File: config.mk
export PLATFORM = sky130hd
export DESIGN_NAME = dsp_ctl_flat
export DESIGN_NICKNAME = d
export VERILOG_FILES = /design/src/include/dsp_pkg.sv /design/src/include/dsp_link_if.sv /design/src/dsp_ctl.sv /design/src/flat_wrapper.sv
export VERILOG_INCLUDE_DIRS = /design/src /design/src/include
export SDC_FILE = /design/constraint.sdc
export NUM_CORES = 1
export LEC_CHECK = 0
export BUFFER_PORTS_ARGS = -buffer_cell sky130_fd_sc_hd__buf_4
export CAP_MARGIN = 5
export CORE_MARGIN = 2
export CORE_UTILIZATION = 49
export DETAILED_ROUTE_END_ITERATION = 8
export GPL_ROUTABILITY_DRIVEN = 0
export PLACE_DENSITY = 0.79
export SLEW_MARGIN = 10
export SYNTH_ARGS = -nofsm -noshare
export SYNTH_HDL_FRONTEND = slang
export SYNTH_SLANG_ARGS = --single-unit
File: constraint.sdc
create_clock -name pclk -period 2.35 [get_ports pclk]
set_input_delay 0.235 -clock pclk [delete_from_list [all_inputs] [get_ports pclk]]
set_output_delay 0.235 -clock pclk [all_outputs]
set_load 0.02 [all_outputs]
File: src/include/dsp_cfg.svh
`ifndef DSP_CFG_SVH
`define DSP_CFG_SVH
// link clock divider: memory clock period in pclk cycles (half period)
`define DSP_CK_HALF        4'h4
// minimum cke registrations on the memory clock
`define DSP_CKE_MIN        8'h03
// self refresh exit to non-read (memory clocks)
`define DSP_XSNR           8'h0a
// self refresh exit to read (memory clocks)
`define DSP_XSRD           8'hc8
// power-down exit to non-read, fast and slow read exit
`define DSP_XP             8'h02
`define DSP_XARD           8'h02
`define DSP_XARDS          8'h07
// write recovery and write-to-read minimum
`define DSP_WR             8'h03
`define DSP_WTR_MIN        8'h02
// mode register set delay
`define DSP_MRD            8'h02
// read burst incl. postamble, write burst incl. postamble
`define DSP_RD_BURST       8'h05
`define DSP_WR_BURST       8'h04
// refresh interval in ns and derived pclk count at 40 MHz
`define DSP_REFI_NS        7812
`define DSP_REFI_HOT_NS    3900
`define DSP_PCLK_NS        25
// apb register offsets of the controller
`define DSP_OFS_CTRL       12'h000
`define DSP_OFS_STAT       12'h004
// ctrl field positions
`define DSP_CTRL_SR        0
`define DSP_CTRL_PD        1
`define DSP_CTRL_EXIT      2
`define DSP_CTRL_SLOW      3
`define DSP_CTRL_HOT       4
`define DSP_CTRL_ROW       5
`endif

File: src/include/dsp_pkg.sv
package dsp_pkg;
	typedef enum logic [2:0] {
		DSP_CMD_NOP = 3'b000,
		DSP_CMD_REF = 3'b001,
		DSP_CMD_ACT = 3'b010,
		DSP_CMD_PRE = 3'b011,
		DSP_CMD_RD  = 3'b100,
		DSP_CMD_WR  = 3'b101,
		DSP_CMD_LMR = 3'b110
	} dsp_cmd_e;
	typedef enum logic [1:0] {
		DSP_ST_ACTIVE = 2'b00,
		DSP_ST_PPD    = 2'b01,
		DSP_ST_APD    = 2'b10,
		DSP_ST_SREF   = 2'b11
	} dsp_mode_e;
endpackage : dsp_pkg

File: src/include/dsp_link_if.sv
interface dsp_link_if;
	import dsp_pkg::*;
	logic     ck;    // memory clock from controller
	logic     cke;   // clock enable
	logic     odt;   // termination control
	dsp_cmd_e cmd;   // command code (nop also stands for deselect)
	dsp_mode_e mode; // device low-power state, for observation
	logic     rd_ok; // device ready for read after exit
	modport ctl (output ck, output cke, output odt, output cmd,
		input mode, input rd_ok);
	modport dev (input ck, input cke, input odt, input cmd,
		output mode, output rd_ok);
endinterface : dsp_link_if

File: src/dsp_ctl.sv
// Chosen here: the APB interface to the registers and the register offsets.
`include "dsp_cfg.svh"
module dsp_ctl
	import dsp_pkg::*;
(
	input  wire logic pclk,
	input  wire logic presetn,
	input  wire logic clk_en,
	input  wire logic psel,
	input  wire logic penable,
	input  wire logic pwrite,
	input  wire logic [11:0] paddr,
	input  wire logic [31:0] pwdata,
	output logic      [31:0] prdata,
	output logic             pready,
	output logic             pslverr,
	dsp_link_if.ctl          link
);
	localparam int REFI = `DSP_REFI_NS / `DSP_PCLK_NS;
	localparam int REFI_HOT = `DSP_REFI_HOT_NS / `DSP_PCLK_NS;
	typedef enum logic [2:0] {
		C_RUN   = 3'b000,
		C_ODTW  = 3'b001,
		C_ENTER = 3'b010,
		C_LOW   = 3'b011,
		C_EXIT  = 3'b100
	} dsp_cst_e;
	dsp_cst_e    st_q, st_d;
	logic [5:0]  ctrl_q, ctrl_d;
	logic [31:0] prdata_q, prdata_d;
	logic        pready_q, pready_d, pslverr_q, pslverr_d;
	logic [3:0]  div_q, div_d;
	logic        ck_q, ck_d, ck_rise;
	logic        cke_q, cke_d, odt_q, odt_d;
	dsp_cmd_e    cmd_q, cmd_d;
	logic [7:0]  cnt_q, cnt_d;
	logic [8:0]  rdw_q, rdw_d;
	logic [15:0] refi_q, refi_d;
	logic        sr_q, sr_d, done_q, done_d;
	logic        hot_timer;
	logic [1:0]  hit;
	// apb decode shared by read and write
	function automatic logic [1:0] dec(input logic [11:0] a);
		dec = {a == `DSP_OFS_STAT, a == `DSP_OFS_CTRL};
	endfunction : dec
	assign ck_rise = ck_d & ~ck_q;
	assign hot_timer = (refi_q == 16'h0000);
	assign hit = dec(paddr);
	// apb slave, one wait state, orders and status
	always_comb begin
		ctrl_d = ctrl_q;
		prdata_d = prdata_q;
		pready_d = 1'b0;
		pslverr_d = 1'b0;
		if (st_q == C_EXIT && done_d && !done_q)
			ctrl_d[`DSP_CTRL_EXIT] = 1'b0; // hardware clears exit order
		// write lands on the edge that sees pready, a new order wins
		if (psel && penable && pready_q && pwrite && hit[0])
			ctrl_d = pwdata[5:0];
		if (psel && penable && !pready_q) begin
			pready_d = 1'b1;
			pslverr_d = (hit == 2'b00);
			prdata_d = 32'h0000_0000;
			if (!pwrite && hit[0])
				prdata_d = {26'h000_0000, ctrl_q};
			if (!pwrite && hit[1])
				prdata_d = {24'h00_0000, rdw_q == 9'h000, done_q,
					st_q == C_LOW, cke_q, odt_q, st_q};
		end
	end
	// link sequencer, moves on memory clock rising edges
	always_comb begin
		div_d = div_q + 4'h1;
		ck_d = ck_q;
		if (div_q == `DSP_CK_HALF - 4'h1) begin
			div_d = 4'h0;
			ck_d = ~ck_q;
		end
		st_d = st_q;
		cke_d = cke_q;
		odt_d = odt_q;
		cmd_d = cmd_q;
		cnt_d = cnt_q;
		rdw_d = rdw_q;
		sr_d = sr_q;
		done_d = done_q;
		refi_d = (refi_q == 16'h0000) ? 16'h0000 : refi_q - 16'h0001;
		// a hot case shortens a running interval at once
		if (ctrl_q[`DSP_CTRL_HOT] && refi_q > 16'(REFI_HOT))
			refi_d = 16'(REFI_HOT);
		if (ck_rise) begin
			cmd_d = DSP_CMD_NOP;
			if (cnt_q != 8'h00)
				cnt_d = cnt_q - 8'h01;
			if (rdw_q != 9'h000 && cke_q)
				rdw_d = rdw_q - 9'h001;
			unique case (st_q)
			C_RUN: begin
				// termination only once the read window is open
				odt_d = (rdw_q == 9'h000);
				if (hot_timer) begin
					// a due refresh goes first, so no power-down skips it
					cmd_d = DSP_CMD_REF;
					refi_d = ctrl_q[`DSP_CTRL_HOT] ? 16'(REFI_HOT)
						: 16'(REFI);
					cnt_d = 8'h01;
				end else if (ctrl_q[`DSP_CTRL_SR] && !ctrl_q[`DSP_CTRL_ROW]
					&& cnt_q == 8'h00) begin
					odt_d = 1'b0;
					st_d = C_ODTW;
					sr_d = 1'b1;
					cnt_d = `DSP_CKE_MIN;
				end else if (ctrl_q[`DSP_CTRL_PD] && cnt_q == 8'h00
					&& rdw_q == 9'h000) begin
					st_d = C_ENTER;
					sr_d = 1'b0;
				end
			end
			C_ODTW: if (cnt_q == 8'h00) st_d = C_ENTER;
			C_ENTER: begin
				cke_d = 1'b0;
				if (sr_q)
					cmd_d = DSP_CMD_REF;
				cnt_d = `DSP_CKE_MIN;
				done_d = 1'b0;
				st_d = C_LOW;
			end
			C_LOW: begin
				// power-down ends at the refresh deadline or on an exit order, self refresh on an exit order only
				if (cnt_q == 8'h00 && (ctrl_q[`DSP_CTRL_EXIT]
					|| (!sr_q && hot_timer))) begin
					cke_d = 1'b1;
					st_d = C_EXIT;
					if (sr_q) begin
						cnt_d = `DSP_XSNR;
						rdw_d = 9'(`DSP_XSRD);
					end else begin
						cnt_d = `DSP_XP;
						rdw_d = ctrl_q[`DSP_CTRL_SLOW] ? 9'(`DSP_XARDS)
							: 9'(`DSP_XARD);
					end
				end
			end
			C_EXIT: if (cnt_q == 8'h00) begin
				// dll assumed locked, no reset issued
				if (sr_q)
					refi_d = 16'(REFI);
				done_d = 1'b1;
				st_d = C_RUN;
				cnt_d = `DSP_CKE_MIN;
			end
			default: st_d = C_RUN;
			endcase
		end
	end
	// registers
	always_ff @(posedge pclk or negedge presetn) begin
		if (!presetn) begin
			st_q <= C_RUN;
			ctrl_q <= 6'h00;
			prdata_q <= 32'h0000_0000;
			pready_q <= 1'b0;
			pslverr_q <= 1'b0;
			div_q <= 4'h0;
			ck_q <= 1'b0;
			cke_q <= 1'b1;
			odt_q <= 1'b0;
			cmd_q <= DSP_CMD_NOP;
			cnt_q <= `DSP_CKE_MIN;
			rdw_q <= 9'h000;
			refi_q <= 16'h0000;
			sr_q <= 1'b0;
			done_q <= 1'b0;
		end else if (clk_en) begin
			st_q <= st_d;
			ctrl_q <= ctrl_d;
			prdata_q <= prdata_d;
			pready_q <= pready_d;
			pslverr_q <= pslverr_d;
			div_q <= div_d;
			ck_q <= ck_d;
			cke_q <= cke_d;
			odt_q <= odt_d;
			cmd_q <= cmd_d;
			cnt_q <= cnt_d;
			rdw_q <= rdw_d;
			refi_q <= refi_d;
			sr_q <= sr_d;
			done_q <= done_d;
		end
	end
	assign prdata = prdata_q;
	assign pready = pready_q;
	assign pslverr = pslverr_q;
	assign link.ck = ck_q;
	assign link.cke = cke_q;
	assign link.odt = odt_q;
	assign link.cmd = cmd_q;
endmodule : dsp_ctl

File: src/flat_wrapper.sv
// flat-port wrapper written by rule: the top's interface ports become plain ports
module dsp_ctl_flat import dsp_pkg::*;
  (pclk, presetn, clk_en, psel, penable, pwrite, paddr, pwdata, prdata, pready, pslverr, link_ck, link_cke, link_odt, link_cmd, link_mode, link_rd_ok);
  dsp_link_if link_i ();
  input  wire logic pclk;
  input  wire logic presetn;
  input  wire logic clk_en;
  input  wire logic psel;
  input  wire logic penable;
  input  wire logic pwrite;
  input  wire logic [11:0] paddr;
  input  wire logic [31:0] pwdata;
  output logic      [31:0] prdata;
  output logic pready;
  output logic pslverr;
  output wire logic [$bits(link_i.ck)-1:0] link_ck;
  output wire logic [$bits(link_i.cke)-1:0] link_cke;
  output wire logic [$bits(link_i.odt)-1:0] link_odt;
  output wire logic [$bits(link_i.cmd)-1:0] link_cmd;
  input wire logic [$bits(link_i.mode)-1:0] link_mode;
  input wire logic [$bits(link_i.rd_ok)-1:0] link_rd_ok;
  assign link_ck = link_i.ck;
  assign link_cke = link_i.cke;
  assign link_odt = link_i.odt;
  assign link_cmd = link_i.cmd;
  assign link_i.mode = link_mode;
  assign link_i.rd_ok = link_rd_ok;
  dsp_ctl u_core (.pclk(pclk), .presetn(presetn), .clk_en(clk_en), .psel(psel), .penable(penable), .pwrite(pwrite), .paddr(paddr), .pwdata(pwdata), .prdata(prdata), .pready(pready), .pslverr(pslverr), .link(link_i));
endmodule
==> results of run 1 <==
==> repair_timing <==
action                     4_1_cts  5_1_grt
hold buffers                     1        0
resized for setup                3       15
setup buffers                    0        2
gates cloned                     0        0
pin swaps                        0        5
setup endpoints to repair       20       27
hold endpoints to repair        17        0
==> how the worst max path moves through the flow <==
stage / start / to / depth (start not counted)
final: u_core.rdw_q[0] / u_core.st_q[0] / 7
after global routing: u_core.div_q[1] / u_core.refi_q[15] / 9
after CTS: u_core.refi_q[0] / u_core.cnt_q[3] / 8
after detailed placement: u_core.refi_q[0] / u_core.rdw_q[7] / 10
after global placement: u_core.refi_q[0] / u_core.rdw_q[7] / 10
after floorplan: u_core.div_q[0] / u_core.refi_q[1] / 9
==> report_power, final <==
part	switching (uW)	total (uW)	internal (uW)
Combinational	505	930	425
Clock	426	936	510
Sequential	222	1440	1220
==> flip-flops by register name, summed over array words and instances (netlist names), 3 cells and up <==
register	cells
u_core.cnt_q	8
u_core.ctrl_q	6
u_core.div_q	4
u_core.prdata	8
u_core.rdw_q	9
u_core.refi_q	16
u_core.st_q	3
==> synth_stat cells, types with 3 or more instances <==
| library cell | n | area [um2] |
|---|---|---|
| inv_1 | 16 | 60.1 |
| a22o_1 | 7 | 61.3 |
| nor4b_1 | 3 | 26.3 |
| nand2b_1 | 5 | 31.3 |
| nand2_1 | 37 | 139 |
| xnor2_1 | 5 | 43.8 |
| a22oi_1 | 6 | 45.0 |
| nor3_1 | 14 | 70.1 |
| dfstp_2 | 3 | 78.8 |
| a21o_1 | 7 | 52.6 |
| clkbuf_1 | 19 | 71.3 |
| nor2_1 | 25 | 93.8 |
| buf_2 | 4 | 20.0 |
| o311ai_0 | 3 | 26.3 |
| nor3b_1 | 4 | 30.0 |
| or3_1 | 6 | 37.5 |
| buf_4 | 26 | 195 |
| ha_1 | 8 | 100 |
| o2bb2ai_1 | 5 | 43.8 |
| o31ai_1 | 5 | 37.5 |
| nand3_1 | 12 | 60.1 |
| o211ai_1 | 3 | 22.5 |
| nand4_1 | 16 | 100 |
| o21ai_1 | 3 | 15.0 |
| and2_1 | 4 | 25.0 |
| o21ai_0 | 32 | 160 |
| mux2i_1 | 4 | 40.0 |
| a31oi_1 | 9 | 56.3 |
| nor4_1 | 13 | 81.3 |
| dfrtp_1 | 59 | 1480 |
| a21oi_1 | 8 | 40.0 |
| mux2_2 | 7 | 78.8 |
| nor2b_1 | 6 | 37.5 |
| or4_1 | 5 | 37.5 |
==> worst max-delay path: stages, from the launching register on <==
cell and delay (ns):
dfrtp_1 0.42, inv_1 0.08, ha_1 0.17, or3b_1 0.37, or4_4 0.44, a32o_2 0.32
nor4_2 0.22, o32a_1 0.19
==> per-stage QoR <==
step	cell area, um2	power (uW)
after floorplan	4010	2030
after global placement	4400	2260
after detailed placement	4400	2300
after CTS	4610	3240
after global routing	4690	3490
final	4690	3310
==> logic make-up (layout without fill, tap and decap cells) <==
group | count (synthesis) | count (layout) | synth area share
AO/OA/AOI/OAI | 115 | 115 | 0.209
XOR/XNOR | 7 | 7 | 0.0156
adder cells (fa/ha/maj) | 8 | 8 | 0.0255
buffers and inverters | 66 | 105 | 0.0894
flip-flops | 62 | 62 | 0.397
multiplexers | 11 | 11 | 0.0303
other | 1 | 26 | 0.000957
AND/OR/NAND/NOR | 165 | 165 | 0.232
==> cell type report <==
cell class | count | area, um2
well taps | 102 | 128
clock inverters | 4 | 47.5
repair buffers | 74 | 571
clock buffers | 11 | 141
fillers | 640 | 3040
multi-input cells | 332 | 2190
inverters | 16 | 60.1
flip-flops and latches | 62 | 1560
==> cell usage in the layout (no fill, tap or decap), drive strengths merged, types with 9 or more instances in the layout <==
master,n
clkbuf,11
nor2,26
o21ai,35
nor3,15
buf,73
dfrtp,59
conb,26
nand4,16
nand3,12
a31oi,9
inv,16
nor4,15
nand2,37
==> per-layer routing <==
metal	routed length (um)	share of wire
met1	4050	0.41
met2	5170	0.52
met3	543	0.054
met4	211	0.021
met5	0	0
==> summary.txt, run 1 <==
HOLD PATH
-------------------------------------------------------------------------------------
Hold Path End                                                            u_core.ctrl_q[3]
Launch instance of the worst min-delay path                                 pwdata[3]
Worst Hold Depth                                                                    2
Tightest Hold Check Type                                                    in -> reg

PLACEMENT
-------------------------------------------------------------------------------------
DP HPWL                                                                       6910 um
PortBufs                                                                           37
Cell Count Post-Placement                                                         583
Placement Setup Slack                                                      -0.0826 ns

GRT
-------------------------------------------------------------------------------------
Global-route wire length before repair                                       16100 um
Total GRT Usage                                                                 0.232
Met3 capacity usage during global routing                                      0.0540
Pin count of the biggest net entering global routing                               63
GRT Max-Usage Layer                                                              met2
Global-route track usage on met1                                                0.283
Met2 track demand over resource in global routing                               0.397
Number of global-route vias before repair                                        3490
GR Overflow Total                                                                   0
Initial antenna violation count                                                     0

OUTCOME
-------------------------------------------------------------------------------------
Outcome                                                                  finished, final reports clean

CELLS AND AREA
-------------------------------------------------------------------------------------
Layout Nets                                                                       556
Post-layout instance count excluding filler cells                                 601
Fraction of layout cells with a size suffix above 1                             0.248
Post-route core utilization                                                     0.607
Antenna Diode Count                                                                 0
Layout overhead on the synthesized area                                         19.7%

PWR
-------------------------------------------------------------------------------------
Power density cells                                                        705 nW/um2
Peak supply drop                                                             0.343 mV
Leak                                                                       0.00204 uW

CLOCK NETWORK
-------------------------------------------------------------------------------------
Clock Tree Root                                                              clkbuf_8
Clock Sink Count                                                                   62
Worst skew pair latency                                                       0.35 ns
Clock-pin slew of the registers on the worst-case setup and hold paths        0.07 ns
Deepest clock path buffer count                                                     2
TritonCTS clock tree                                                             done
TritonCTS buffer count                                                              9
Number of H-tree levels                                                             3

DETAILED ROUTING
-------------------------------------------------------------------------------------
DRC Markers                                                                         0
Count of vias placed by the detailed router                                      3617
Final antenna-violating net count                                                   0
Drt via density                                                                  6.02
Number of iterations in the first detailed-routing pass                             5
Mean routed wirelength per cell                                               16.6 um
Starting DRC count in detailed routing                                            276
Aggregate routed wire length                                                  9970 um

STA
-------------------------------------------------------------------------------------
Total count of hold-check failures in the final report                              0
Least-Margin Pin Slew                                                        0.787 ns
Final Hold Slack                                                             0.118 ns
Max-slew violation total from the final report                                      0
Largest clock skew in the final design                                      0.0134 ns
Setup TNS Final                                                                  0 ns
Rel. slew slack                                                                 0.475
Finish-stage setup viols                                                            0
Highest attainable clock frequency                                            442 MHz
Worst-case setup margin in the final layout                                 0.0871 ns
Final period util                                                               0.963
Minimum period implied by the final worst setup slack                         2.26 ns

SYNTHESIS
-------------------------------------------------------------------------------------
Most used flip-flop cell after synthesis                                      dfrtp_1
Avg Inst Size Synth                                                          9.01 um2
Synth unique cells                                                                 67
Fraction of the yosys area taken by sequential cells                            0.397
Number of warnings printed during yosys synthesis                                   0
Post-Synthesis Cell Area                                                     3920 um2
Post-synthesis sequential element count                                            62
Synthesized instance count                                                        435
Async set-or-reset flop fraction in the synthesized netlist                      1.00
Number of synthesized flops with an enable pin                                      0

FLOORPLANNING
-------------------------------------------------------------------------------------
Initial core utilization                                                        0.507
Overall die area                                                             8730 um2
Overall die width                                                             93.4 um
Die Height                                                                    93.4 um
Number of cell rows                                                                32
Ports                                                                              93
Area inside the core boundary                                                7730 um2

WORST SETUP PATH
-------------------------------------------------------------------------------------
Worst EP arrival                                                              2.54 ns
Biggest fanout along the worst timing path                                          5
Worst Setup Path Type                                                      reg -> reg
Crit path launch type                                                            flop
Worst path required time                                                      2.63 ns
Worst reg2reg path startpoint                                            u_core.rdw_q[0]
Reg-to-reg endpoint                                                      u_core.st_q[0]
Kind of end point of the critical path                                           flop
Reg2Reg Setup Slack                                                           0.09 ns
Cell depth of the worst flop-to-flop path                                           7

RUN
-------------------------------------------------------------------------------------
Number of max-cap violations                                                        0

Power figures use the tool's default switching activity.
==> run 2: changes to the inputs <==
--- a/config.mk
+++ b/config.mk
@@ -7,12 +7,12 @@
 export NUM_CORES = 1
 export LEC_CHECK = 0
 export BUFFER_PORTS_ARGS = -buffer_cell sky130_fd_sc_hd__buf_4
-export CAP_MARGIN = 5
 export CORE_MARGIN = 2
 export CORE_UTILIZATION = 49
 export DETAILED_ROUTE_END_ITERATION = 8
 export GPL_ROUTABILITY_DRIVEN = 0
 export PLACE_DENSITY = 0.79
+export SETUP_SLACK_MARGIN = 0.5
 export SLEW_MARGIN = 10
 export SYNTH_ARGS = -nofsm -noshare
 export SYNTH_HDL_FRONTEND = slang
==> run 2 against run 1 <==
Effect of this change:
- sequential power hardly changed
- clock power grew 5.6%
- total power is 14% higher
- design area rose by 18%
- non-clock buffer count grew 50
- first-iteration DRC count grew 37%
- setup slack improved by 0.0029 ns
- global-route usage increased by 3.6 points
==> summary.txt, run 2 (synthesis gave the netlist of run 1 again) <==
HOLD PATH
-------------------------------------------------------------------------------------
Tightest Hold Check Type                                                    in -> reg

FLOORPLANNING
-------------------------------------------------------------------------------------
Overall die width                                                             93.4 um   unchanged
Overall die area                                                             8730 um2   unchanged
Ports                                                                              93   unchanged
Area inside the core boundary                                                7730 um2   unchanged
Number of cell rows                                                                32   unchanged
Die Height                                                                    93.4 um   unchanged
Initial core utilization                                                        0.507   unchanged

GRT
-------------------------------------------------------------------------------------
Total GRT Usage                                                                 0.268   +0.0365
Pin count of the biggest net entering global routing                               63   unchanged
GR Overflow Total                                                                   0   unchanged
Number of global-route vias before repair                                        3838   +10%
Global-route wire length before repair                                       18400 um   +14%
Initial antenna violation count                                                     0   unchanged

CLOCK NETWORK
-------------------------------------------------------------------------------------
Clock Sink Count                                                                   62   unchanged
Deepest clock path buffer count                                                     2   unchanged
Clock Tree Root                                                              clkbuf_8
TritonCTS buffer count                                                              9   unchanged
TritonCTS clock tree                                                             done
Clock-pin slew of the registers on the worst-case setup and hold paths        0.08 ns   about the same
Worst skew pair latency                                                       0.36 ns   about the same
Number of H-tree levels                                                             3   unchanged

STA
-------------------------------------------------------------------------------------
Rel. slew slack                                                                 0.464   -0.0111
Setup TNS Final                                                                  0 ns   unchanged
Setup repair after global routing missed its margin                              true
Minimum period implied by the final worst setup slack                         2.26 ns   -0.00292 ns
Least-Margin Pin Slew                                                        0.803 ns   +0.0166 ns
Finish-stage setup viols                                                            0   unchanged
Final period util                                                               0.962   -0.00124
Highest attainable clock frequency                                            442 MHz   +0.13%
Largest clock skew in the final design                                      0.0105 ns   -0.00291 ns
Total count of hold-check failures in the final report                              0   unchanged
Max-slew violation total from the final report                                      0   unchanged

PWR
-------------------------------------------------------------------------------------
Final Total Pwr                                                               3770 uW   +14%
Peak supply drop                                                             0.402 mV   +17%
Leak                                                                       0.00239 uW   +17%
Power density cells                                                        682 nW/um2   -3.3%

CELLS AND AREA
-------------------------------------------------------------------------------------
Multi-input logic area                                                       2530 um2   +16%
Filler instances                                                                  496   -23%
Commonest cells after routing, fill and taps aside                       buf_4 (101), dfrtp_1 (55), nand2_1 (34)
Antenna Diode Count                                                                 0   unchanged
Layout overhead on the synthesized area                                         41.1%
Largest Register                                                         u_core.refi_q
Leading registers by flop count                                          u_core.refi_q (16), u_core.rdw_q (9)
Fraction of layout cells with a size suffix above 1                             0.411   +0.162
Layout Nets                                                                       606   +9.0%
Max FFs per register                                                               16   unchanged
Register area                                                                1560 um2   +0.32%
Commonest non-fill, non-tap cell in the layout                                  buf_4

DETAILED ROUTING
-------------------------------------------------------------------------------------
Number of iterations in the first detailed-routing pass                             6   +1
Count of vias placed by the detailed router                                      4178   +16%
Starting DRC count in detailed routing                                            377   +37%
Final antenna-violating net count                                                   0   unchanged
Drt via density                                                                  6.41   +6.5%
Aggregate routed wire length                                                 13200 um   +32%
Mean routed wirelength per cell                                               20.2 um   +22%
DRC Markers                                                                         0   unchanged

WORST SETUP PATH
-------------------------------------------------------------------------------------
Worst path required time                                                      2.59 ns   -0.04 ns
Worst EP arrival                                                              2.50 ns   -0.04 ns
Worst Setup Path Type                                                      reg -> reg
Biggest fanout along the worst timing path                                          4   -1
Crit path launch type                                                            flop
Kind of end point of the critical path                                           flop

RUN
-------------------------------------------------------------------------------------
Number of max-cap violations                                                        0   unchanged

PLACEMENT
-------------------------------------------------------------------------------------
DP HPWL                                                                       6890 um   -0.35%
PortBufs                                                                           37   unchanged

OUTCOME
-------------------------------------------------------------------------------------
Outcome                                                                  finished, final reports clean

==> run 2: power breakdown <==
| part | total [uW] | switching (uW) | internal [uW] |
|---|---|---|---|
| Combinational | 1350 | 712 | 635 |
| Clock | 988 | 465 | 523 |
| Sequential | 1430 | 214 | 1220 |
==> run 2: layout make-up <==
type	count	area share
Clock inverter	6	0.0129
Clock buffer	10	0.0249
Timing Repair Buffer	124	0.188
Multi-Input combinational cell	332	0.457
Inverter	16	0.0113
Tap cell	102	0.0231
Sequential cell	62	0.282
==> run 2: routing by layer <==
metal | share of wire | wire length (um) | GRT usage
met1 | 0.35 | 4560 | 0.311
met4 | 0.056 | 734 | 0.136
met3 | 0.074 | 971 | 0.0572
met5 | 0 | 0 | 0
met2 | 0.52 | 6920 | 0.466
==> run 2: critical path, stage by stage, from the launching register on <==
cell     delay [ns]
dfrtp_1        0.39
inv_1          0.07
ha_2           0.18
or3b_4         0.39
or4_4          0.46
a32o_2         0.33
buf_4          0.15
o21ai_2        0.11
nand2_1        0.08
==> run 2: path summary, 6_finish.rpt <==
check	start	endpoint	slack (ns)	depth (start not counted)
setup reg to reg	u_core.rdw_q[1]	u_core.st_q[2]	0.09	8
max in group asynchronous	presetn	u_core.cnt_q[3]	1.26	2
min in group asynchronous	presetn	u_core.cnt_q[2]	0.50	2
hold / removal	pwdata[3]	u_core.ctrl_q[3]	0.11	2
setup / recovery	u_core.rdw_q[1]	u_core.st_q[2]	0.09	8
hold reg to reg	u_core.pslverr	u_core.pslverr	0.48	1
==> run 2: per-stage QoR <==
step,cells,setup WS [ns],instance area (um2),utilization,hold WS [ns]
after floorplan,460,0.0944,4200,-,-0.0606
after global placement,572,0.156,4450,0.576,0.373
after detailed placement,572,0.117,4450,0.576,0.373
after CTS,629,0.203,5180,0.670,0.101
after global routing,652,0.00406,5530,0.716,0.115
final,652,0.0900,5530,0.716,0.111
==> run 2: timing repair <==
action / 4_1_cts / 5_1_grt
gates resized for setup: 56 / 41
pin swaps: 27 / 29
endpoints found under the setup margin: 42 / 43
gates cloned: 2 / 0
endpoints found under the hold margin: 46 / 0
setup buffers: 38 / 23
hold buffers: 1 / 0
